`config.mk`:
```
export PLATFORM = sky130hd
export DESIGN_NAME = dac_write_update_and_power_cmds
export DESIGN_NICKNAME = d
export VERILOG_FILES = /design/src/rtl/dac_cmd_pkg.sv /design/src/rtl/dac_channel.sv /design/src/rtl/dac_write_update_and_power_cmds.sv
export SDC_FILE = /design/constraint.sdc
export NUM_CORES = 1
export LEC_CHECK = 0
export ABC_AREA = 0
export ABC_CLOCK_PERIOD_IN_PS = 1990
export BUFFER_PORTS_ARGS = -buffer_cell sky130_fd_sc_hd__buf_2
export CAP_MARGIN = 0
export CELL_PAD_IN_SITES_DETAIL_PLACEMENT = 1
export CELL_PAD_IN_SITES_GLOBAL_PLACEMENT = 1
export CORE_ASPECT_RATIO = 0.9
export CORE_MARGIN = 4
export CORE_UTILIZATION = 37
export DETAILED_ROUTE_END_ITERATION = 8
export PLACE_DENSITY = 0.75
export SYNTH_ARGS = -nofsm -noshare
export SYNTH_HDL_FRONTEND = slang
export SYNTH_SLANG_ARGS = --single-unit
```
`constraint.sdc`:
```
create_clock -name ref_clk -period 1.99 [get_ports ref_clk]
set_input_delay 0.398 -clock ref_clk [delete_from_list [all_inputs] [get_ports ref_clk]]
set_output_delay 0.398 -clock ref_clk [all_outputs]
set_load 0.03 [all_outputs]
```
`src/rtl/dac_cmd_pkg.sv`:
```
package dac_cmd_pkg;

	// ----------------------------------------
	// frame layout
	// ----------------------------------------
	localparam int            NUM_CH        = 8;
	localparam int            CODE_W        = 12;
	localparam int            CMD_HI        = 7;
	localparam int            CMD_LO        = 4;
	localparam int            ADDR_HI       = 3;
	localparam int            ADDR_LO       = 0;
	localparam int            MSB_NIBBLE_HI = 7;
	localparam int            MSB_NIBBLE_LO = 4;
	localparam int            MODE_HI       = 14;
	localparam int            MODE_LO       = 13;
	localparam int            SEL_HI        = 12;
	localparam int            SEL_LO        = 5;

	// ----------------------------------------
	// command codes and addresses
	// ----------------------------------------
	localparam logic [3:0]    CMD_WRITE_ALL = 4'h2;
	localparam logic [3:0]    CMD_POWER     = 4'h4;
	localparam logic [3:0]    ADDR_BCAST    = 4'hF;
	localparam int            ADDR_INVALID  = 3;

	// ----------------------------------------
	// power modes and termination codes
	// ----------------------------------------
	localparam logic [1:0]    PWR_ON        = 2'h0;
	localparam logic [1:0]    PWR_DOWN_1K   = 2'h1;
	localparam logic [1:0]    PWR_DOWN_100K = 2'h2;
	localparam logic [1:0]    PWR_DOWN_HIZ  = 2'h3;

	// ----------------------------------------
	// reset values
	// ----------------------------------------
	localparam logic [11:0]   CODE_RESET    = 12'h000;
	localparam logic [1:0]    MODE_RESET    = PWR_ON;

	// ----------------------------------------
	// frame assembly states
	// ----------------------------------------
	typedef enum logic [2:0] {
		ST_CMD = 3'b001,
		ST_MSB = 3'b010,
		ST_LSB = 3'b100
	} frame_state_t;

endpackage

```
`src/rtl/dac_channel.sv`:
```
`timescale 1ns/1ps
`default_nettype none

module dac_channel (
	// clock and reset
	input  wire logic         ref_clk,
	input  wire logic         sys_rst,
	// controls
	input  wire logic         load_input,
	input  wire logic         update_dac,
	input  wire logic         power_load,
	input  wire logic [1:0]   power_mode,
	input  wire logic [11:0]  code,
	// state
	output logic      [11:0]  input_code,
	output logic      [11:0]  dac_code,
	output logic      [1:0]   mode
);

	typedef struct packed {
		logic [11:0] inp;
		logic [11:0] dac;
		logic [1:0]  mode;
	} chan_state_t;

	chan_state_t st_reg;
	chan_state_t st_next;

	always_comb begin
		st_next = st_reg;
		if (load_input) begin
			st_next.inp = code;
		end
		// transfer sees the value written in this same frame
		if (update_dac) begin
			st_next.dac = load_input ? code : st_reg.inp;
		end
		if (power_load) begin
			st_next.mode = power_mode;
		end
	end

	always_ff @(posedge ref_clk) begin
		if (sys_rst) begin
			st_reg <= '{inp: dac_cmd_pkg::CODE_RESET, dac: dac_cmd_pkg::CODE_RESET,
				mode: dac_cmd_pkg::MODE_RESET};
		end else begin
			st_reg <= st_next;
		end
	end

	assign input_code = st_reg.inp;
	assign dac_code   = st_reg.dac;
	assign mode       = st_reg.mode;

endmodule

`default_nettype wire

```
`src/rtl/dac_write_update_and_power_cmds.sv`:
```
// Notes on behaviour
// RL1 - A global-update write to channel 0..7 loads that input register, then moves all inputs to DACs.
// RL2 - A frame is a command byte, a data byte with bits 11..4, then a byte whose top nibble is bits 3..0.
// RL3 - A global-update write with address top bit set, except all ones, changes nothing.
// RL4 - A global-update write to the all-ones address loads all inputs and updates all DACs.
// RL5 - In the power command bits 14..13 pick the mode, bits 12..5 pick channels H..A; mode 0 powers on.
// RL6 - Mode 1 powers selected channels down with the low-value pull-down.
// RL7 - Mode 2 powers selected channels down with the high-value pull-down.
// RL8 - Mode 3 powers selected channels down with the output high impedance.
// RL9 - Channels not selected by a power command keep their power state and termination.
`timescale 1ns/1ps
`default_nettype none

module dac_write_update_and_power_cmds (
	// clock and reset
	input  wire logic         ref_clk,
	input  wire logic         sys_rst,
	// byte stream from the serial bus controller
	input  wire logic         frame_start,
	input  wire logic         byte_valid,
	input  wire logic [7:0]   byte_data,
	input  wire logic         frame_stop,
	// channel state
	output logic      [95:0]  input_codes,
	output logic      [95:0]  dac_codes,
	output logic      [7:0]   powered_down,
	output logic      [7:0]   term_1k,
	output logic      [7:0]   term_100k,
	output logic      [7:0]   term_hiz,
	// frame status
	output logic              cmd_done,
	output logic              cmd_rejected
);

	localparam int N = dac_cmd_pkg::NUM_CH;
	localparam int W = dac_cmd_pkg::CODE_W;

	// ----------------------------------------
	// state
	// ----------------------------------------
	typedef struct packed {
		dac_cmd_pkg::frame_state_t fsm;
		logic [7:0]                cmd_byte;
		logic [7:0]                msb_byte;
		logic                      done;
		logic                      rejected;
	} ctl_state_t;

	ctl_state_t st_reg;
	ctl_state_t st_next;

	logic [3:0]   cmd_code;
	logic [3:0]   acc_addr;
	logic [15:0]  data_word;
	logic [W-1:0] wr_code;
	logic [1:0]   pwr_mode;
	logic [N-1:0] pwr_sel;
	logic         frame_done;
	logic         is_write_all;
	logic         is_power;
	logic         addr_bcast;
	logic         addr_bad;
	logic [N-1:0] chan_sel;
	logic [2:0]   chan_idx;
	logic [N-1:0] load_input;
	logic [N-1:0] power_load;
	logic         update_all;
	logic [1:0]   ch_mode [N];

	// ----------------------------------------
	// decode of a completed frame
	// ----------------------------------------
	assign cmd_code   = st_reg.cmd_byte[dac_cmd_pkg::CMD_HI:dac_cmd_pkg::CMD_LO];
	assign acc_addr   = st_reg.cmd_byte[dac_cmd_pkg::ADDR_HI:dac_cmd_pkg::ADDR_LO];
	assign data_word  = {st_reg.msb_byte, byte_data};
	assign wr_code    = {st_reg.msb_byte,
		byte_data[dac_cmd_pkg::MSB_NIBBLE_HI:dac_cmd_pkg::MSB_NIBBLE_LO]}; // RL2
	assign pwr_mode   = data_word[dac_cmd_pkg::MODE_HI:dac_cmd_pkg::MODE_LO]; // RL5
	assign pwr_sel    = data_word[dac_cmd_pkg::SEL_HI:dac_cmd_pkg::SEL_LO]; // RL5
	assign frame_done = (st_reg.fsm == dac_cmd_pkg::ST_LSB) && byte_valid && !frame_start; // RL2

	assign addr_bcast   = (acc_addr == dac_cmd_pkg::ADDR_BCAST);
	assign addr_bad     = acc_addr[dac_cmd_pkg::ADDR_INVALID] && !addr_bcast; // RL3
	assign chan_idx     = acc_addr[dac_cmd_pkg::ADDR_INVALID-1:dac_cmd_pkg::ADDR_LO];
	assign update_all   = is_write_all && !addr_bad; // RL1 RL3 RL4

	// ----------------------------------------
	// command decode
	// ----------------------------------------
	always_comb begin
		is_write_all = 1'b0;
		is_power     = 1'b0;
		if (frame_done) begin
			unique case (cmd_code)
				dac_cmd_pkg::CMD_WRITE_ALL: begin
					is_write_all = 1'b1;
				end
				dac_cmd_pkg::CMD_POWER: begin
					is_power = 1'b1;
				end
				default: begin
					// neighbouring commands are refused here
					is_write_all = 1'b0;
					is_power     = 1'b0;
				end
			endcase
		end
	end

	// ----------------------------------------
	// channel selection
	// ----------------------------------------
	always_comb begin
		chan_sel = '0;
		if (addr_bcast) begin
			chan_sel = '1; // RL4
		end else if (!addr_bad) begin
			chan_sel[chan_idx] = 1'b1; // RL1
		end
		load_input = update_all ? chan_sel : '0; // RL1 RL4
		power_load = is_power ? pwr_sel : '0; // RL9
	end

	// ----------------------------------------
	// frame assembly
	// ----------------------------------------
	always_comb begin
		st_next          = st_reg;
		st_next.done     = 1'b0;
		st_next.rejected = 1'b0;
		if (frame_start) begin
			st_next.fsm = dac_cmd_pkg::ST_CMD;
		end else if (byte_valid) begin
			unique case (st_reg.fsm)
				dac_cmd_pkg::ST_CMD: begin
					st_next.cmd_byte = byte_data;
					st_next.fsm      = dac_cmd_pkg::ST_MSB;
				end
				dac_cmd_pkg::ST_MSB: begin
					st_next.msb_byte = byte_data;
					st_next.fsm      = dac_cmd_pkg::ST_LSB;
				end
				dac_cmd_pkg::ST_LSB: begin
					// further byte pairs repeat the command
					st_next.fsm      = dac_cmd_pkg::ST_MSB;
					st_next.done     = update_all || is_power;
					st_next.rejected = !(update_all || is_power);
				end
				default: begin
					st_next.fsm = dac_cmd_pkg::ST_CMD;
				end
			endcase
		end else if (frame_stop) begin
			st_next.fsm = dac_cmd_pkg::ST_CMD;
		end
	end

	always_ff @(posedge ref_clk) begin
		if (sys_rst) begin
			st_reg <= '{fsm: dac_cmd_pkg::ST_CMD, cmd_byte: '0, msb_byte: '0,
				done: 1'b0, rejected: 1'b0};
		end else begin
			st_reg <= st_next;
		end
	end

	// ----------------------------------------
	// channels
	// ----------------------------------------
	for (genvar g = 0; g < N; g++) begin : g_ch
		dac_channel u_ch (
			.ref_clk    (ref_clk),
			.sys_rst    (sys_rst),
			.load_input (load_input[g]),
			.update_dac (update_all),
			.power_load (power_load[g]),
			.power_mode (pwr_mode),
			.code       (wr_code),
			.input_code (input_codes[g*W +: W]),
			.dac_code   (dac_codes[g*W +: W]),
			.mode       (ch_mode[g])
		);
	end

	// ----------------------------------------
	// output termination
	// ----------------------------------------
	always_comb begin
		powered_down = '0;
		term_1k      = '0;
		term_100k    = '0;
		term_hiz     = '0;
		for (int i = 0; i < N; i++) begin
			unique case (ch_mode[i])
				dac_cmd_pkg::PWR_ON: begin
					powered_down[i] = 1'b0; // RL5
				end
				dac_cmd_pkg::PWR_DOWN_1K: begin
					powered_down[i] = 1'b1;
					term_1k[i]      = 1'b1; // RL6
				end
				dac_cmd_pkg::PWR_DOWN_100K: begin
					powered_down[i] = 1'b1;
					term_100k[i]    = 1'b1; // RL7
				end
				dac_cmd_pkg::PWR_DOWN_HIZ: begin
					powered_down[i] = 1'b1;
					term_hiz[i]     = 1'b1; // RL8
				end
			endcase
		end
	end

	// ----------------------------------------
	// frame status
	// ----------------------------------------
	assign cmd_done     = st_reg.done;
	assign cmd_rejected = st_reg.rejected;

endmodule

`default_nettype wire

```
==> run metrics <==
status finished clean; Final Max Tran Viols 0; Placeable Area roughly 0.025 mm2; ys flop type dfxtp_1; Max Cap Viol 0; most frequent cells in the layout 237 x buf_2, 228 x dfxtp_1, 133 x nor2_1, 123 x a21oi_1, 113 x nand2_1; async set or reset register ratio after synthesis 0; first-pass GRT wire length between 50 and 60 mm; ANT nets after route 0; hold_buf cts 0; Hold WC Path Type in2reg; post-CTS setup buffer count 0; vias in the first global route 9193; Root Buffer clkbuf_16; capturing point of the worst reg2reg path g_ch[5].u_ch.dac_code[3]; worst slack at placement 0.0293 ns; Hold Vio Cnt, Final 0; clk_lat worst skew just over 0.5 ns; die span in y ~160 um; Yosys cell types 44; Reg2Reg Setup Slack approximately 0.15 ns; crit path max fanout 47; minimum clock period after layout 1.84 ns; Max H-tree Level 1; worst vdd ir between 0.4 and 0.5 mV; vias between 9000 and 10000; Worst Hold Path Cells 3; boundary pin count 239; WP data arrival ~2.3 ns; cts bufs inserted 25; Syn Area/Cell 8.48 um2; Hold Path End st_reg[18]; reg2reg start st_reg[19]; Slew HR 0.599; grt ovf 0; Filler cells just over 3000; Row Count 55; Synth Register Bits 229; crit end category register; Longest Clk Path Bufs 3; antenna violations before repair 0; fmax between 0.5 and 0.6 GHz; routed length per instance 20.0 um; layout cells sized above 1 0.272; die area 0.0284 mm2; initial core utilization 0.378; number of synthesized flops with an enable pin 0; Reg2Reg Depth 5; sequential area share after synthesis 0.481; RePlAce Congestion 0.801; clk_skew 0.0121 ns; Gate Count Post-Synth 1125; CTS tree done; Final Non-Filler Cells 1675; die width 177 um; GR Util All Layers 0.226; Final nets 1333; DRC violations left 0; 1st-pass router iterations 5; Sinks on Clock Net about 230; largest net degree at the start of global routing 98; Synth Warn # 0; Finish-stage setup viols 0; Worst Path Class, Setup reg2reg; Layout area overhead 25.3%; CP Launch Type register; IO buf count 238; Reg clk slew, reported paths about 0.060 ns; RSZ-0062 raised after global routing no; worst path required time roughly 2.4 ns; TNS Setup 0 ns; Syn Nets between 1000 and 1500; Lkg Pwr 0.00502 uW; # diodes 0; hold wc startpoint frame_stop; leading cell type in the layout, fill and taps excluded buf_2; routed vias/inst 5.48; DP Wirelength 22.3 mm; Worst-Margin Slew 0.601 ns; setup ws final 0.150 ns; drt initial violations 738; Final Cycle Share 0.925; Post-Route WL roughly 33 mm; Cell Area, Synth 0.00954 mm2; PwrDens 781 mW/mm2; Cells after DPL 1635
cell usage after synthesis (19+ instances only):
cell type,n,area (um2)
dfxtp_1,229,4580
nor2_1,133,499
a21oi_1,124,621
nand2_1,113,424
nand3_1,92,460
clkbuf_1,80,300
o21ai_0,66,330
a311oi_1,48,420
mux2i_1,44,440
a211oi_1,36,270
buf_2,28,140
nor2b_1,19,119
area by class of cell:
class	count	area, um2	share of cell area
clock buffers	38	714	0.0598
clock inverters	2	35.0	0.00293
inverters	2	7.51	0.000628
multi-input cells	765	4340	0.363
flip-flops and latches	229	4590	0.384
well taps	342	428	0.0358
repair buffers	297	1840	0.154
worst max path at each step:
stage	to	slack, ns	startpoint	cells after the start
floorplan	g_ch[0].u_ch.dac_code[1]	0.35	st_reg[18]	7
global placement	g_ch[5].u_ch.dac_code[4]	0.11	byte_valid	6
detailed placement	g_ch[4].u_ch.input_code[9]	0.03	frame_start	7
CTS	g_ch[6].u_ch.dac_code[2]	0.08	acc_addr[3]	4
global route	g_ch[5].u_ch.dac_code[3]	0.01	st_reg[19]	5
finish	g_ch[5].u_ch.dac_code[3]	0.15	st_reg[19]	5
logic make-up (layout without fill, tap and decap cells):
family	after synthesis	after routing	share of synthesized area
AOI/OAI and AO/OA	319	319	0.215
xor gates and xnor gates	4	4	0.00367
buffers and inverters	131	339	0.0677
DFF	229	229	0.481
muxes	44	44	0.0462
and+or+nand+nor	398	398	0.186
stage by stage:
stage	utilization	power, uW	hold WS (ns)	area [um2]
floorplan	-	4930	0.477	9540
detailed placement	0.443	5080	0.464	11200
global route	0.473	9670	0.124	11900
finish	0.473	9330	0.133	11900
global placement	0.443	5070	0.457	11200
CTS	0.473	9430	0.109	11900
worst max-delay path, stage by stage (launching register included):
cell and delay (ns):
dfxtp_1 0.36, and4bb_4 0.44, o2111a_4 0.33, buf_12 0.26
nor2_1 0.07, a311oi_1 0.25
layer usage:
layer,part of all wire,vias up,wire (um),GRT usage
met3,0.061,36,2040,0.0374
met4,0.016,0,531,0.0415
met2,0.47,281,15700,0.374
met1,0.45,4533,15200,0.316
met5,0,-,0,0
li1,-,4335,-,-
timing repair:
action	in CTS	in global routing
hold endpoints to repair	0	0
setup endpoints to repair	0	21
resized for setup	0	2
report_power, final:
part | total [uW] | internal [uW] | switching (uW)
logic | 372 | 117 | 255
registers | 4610 | 4590 | 13.5
clock network | 4350 | 2570 | 1780
Power figures use the tool's default switching activity.
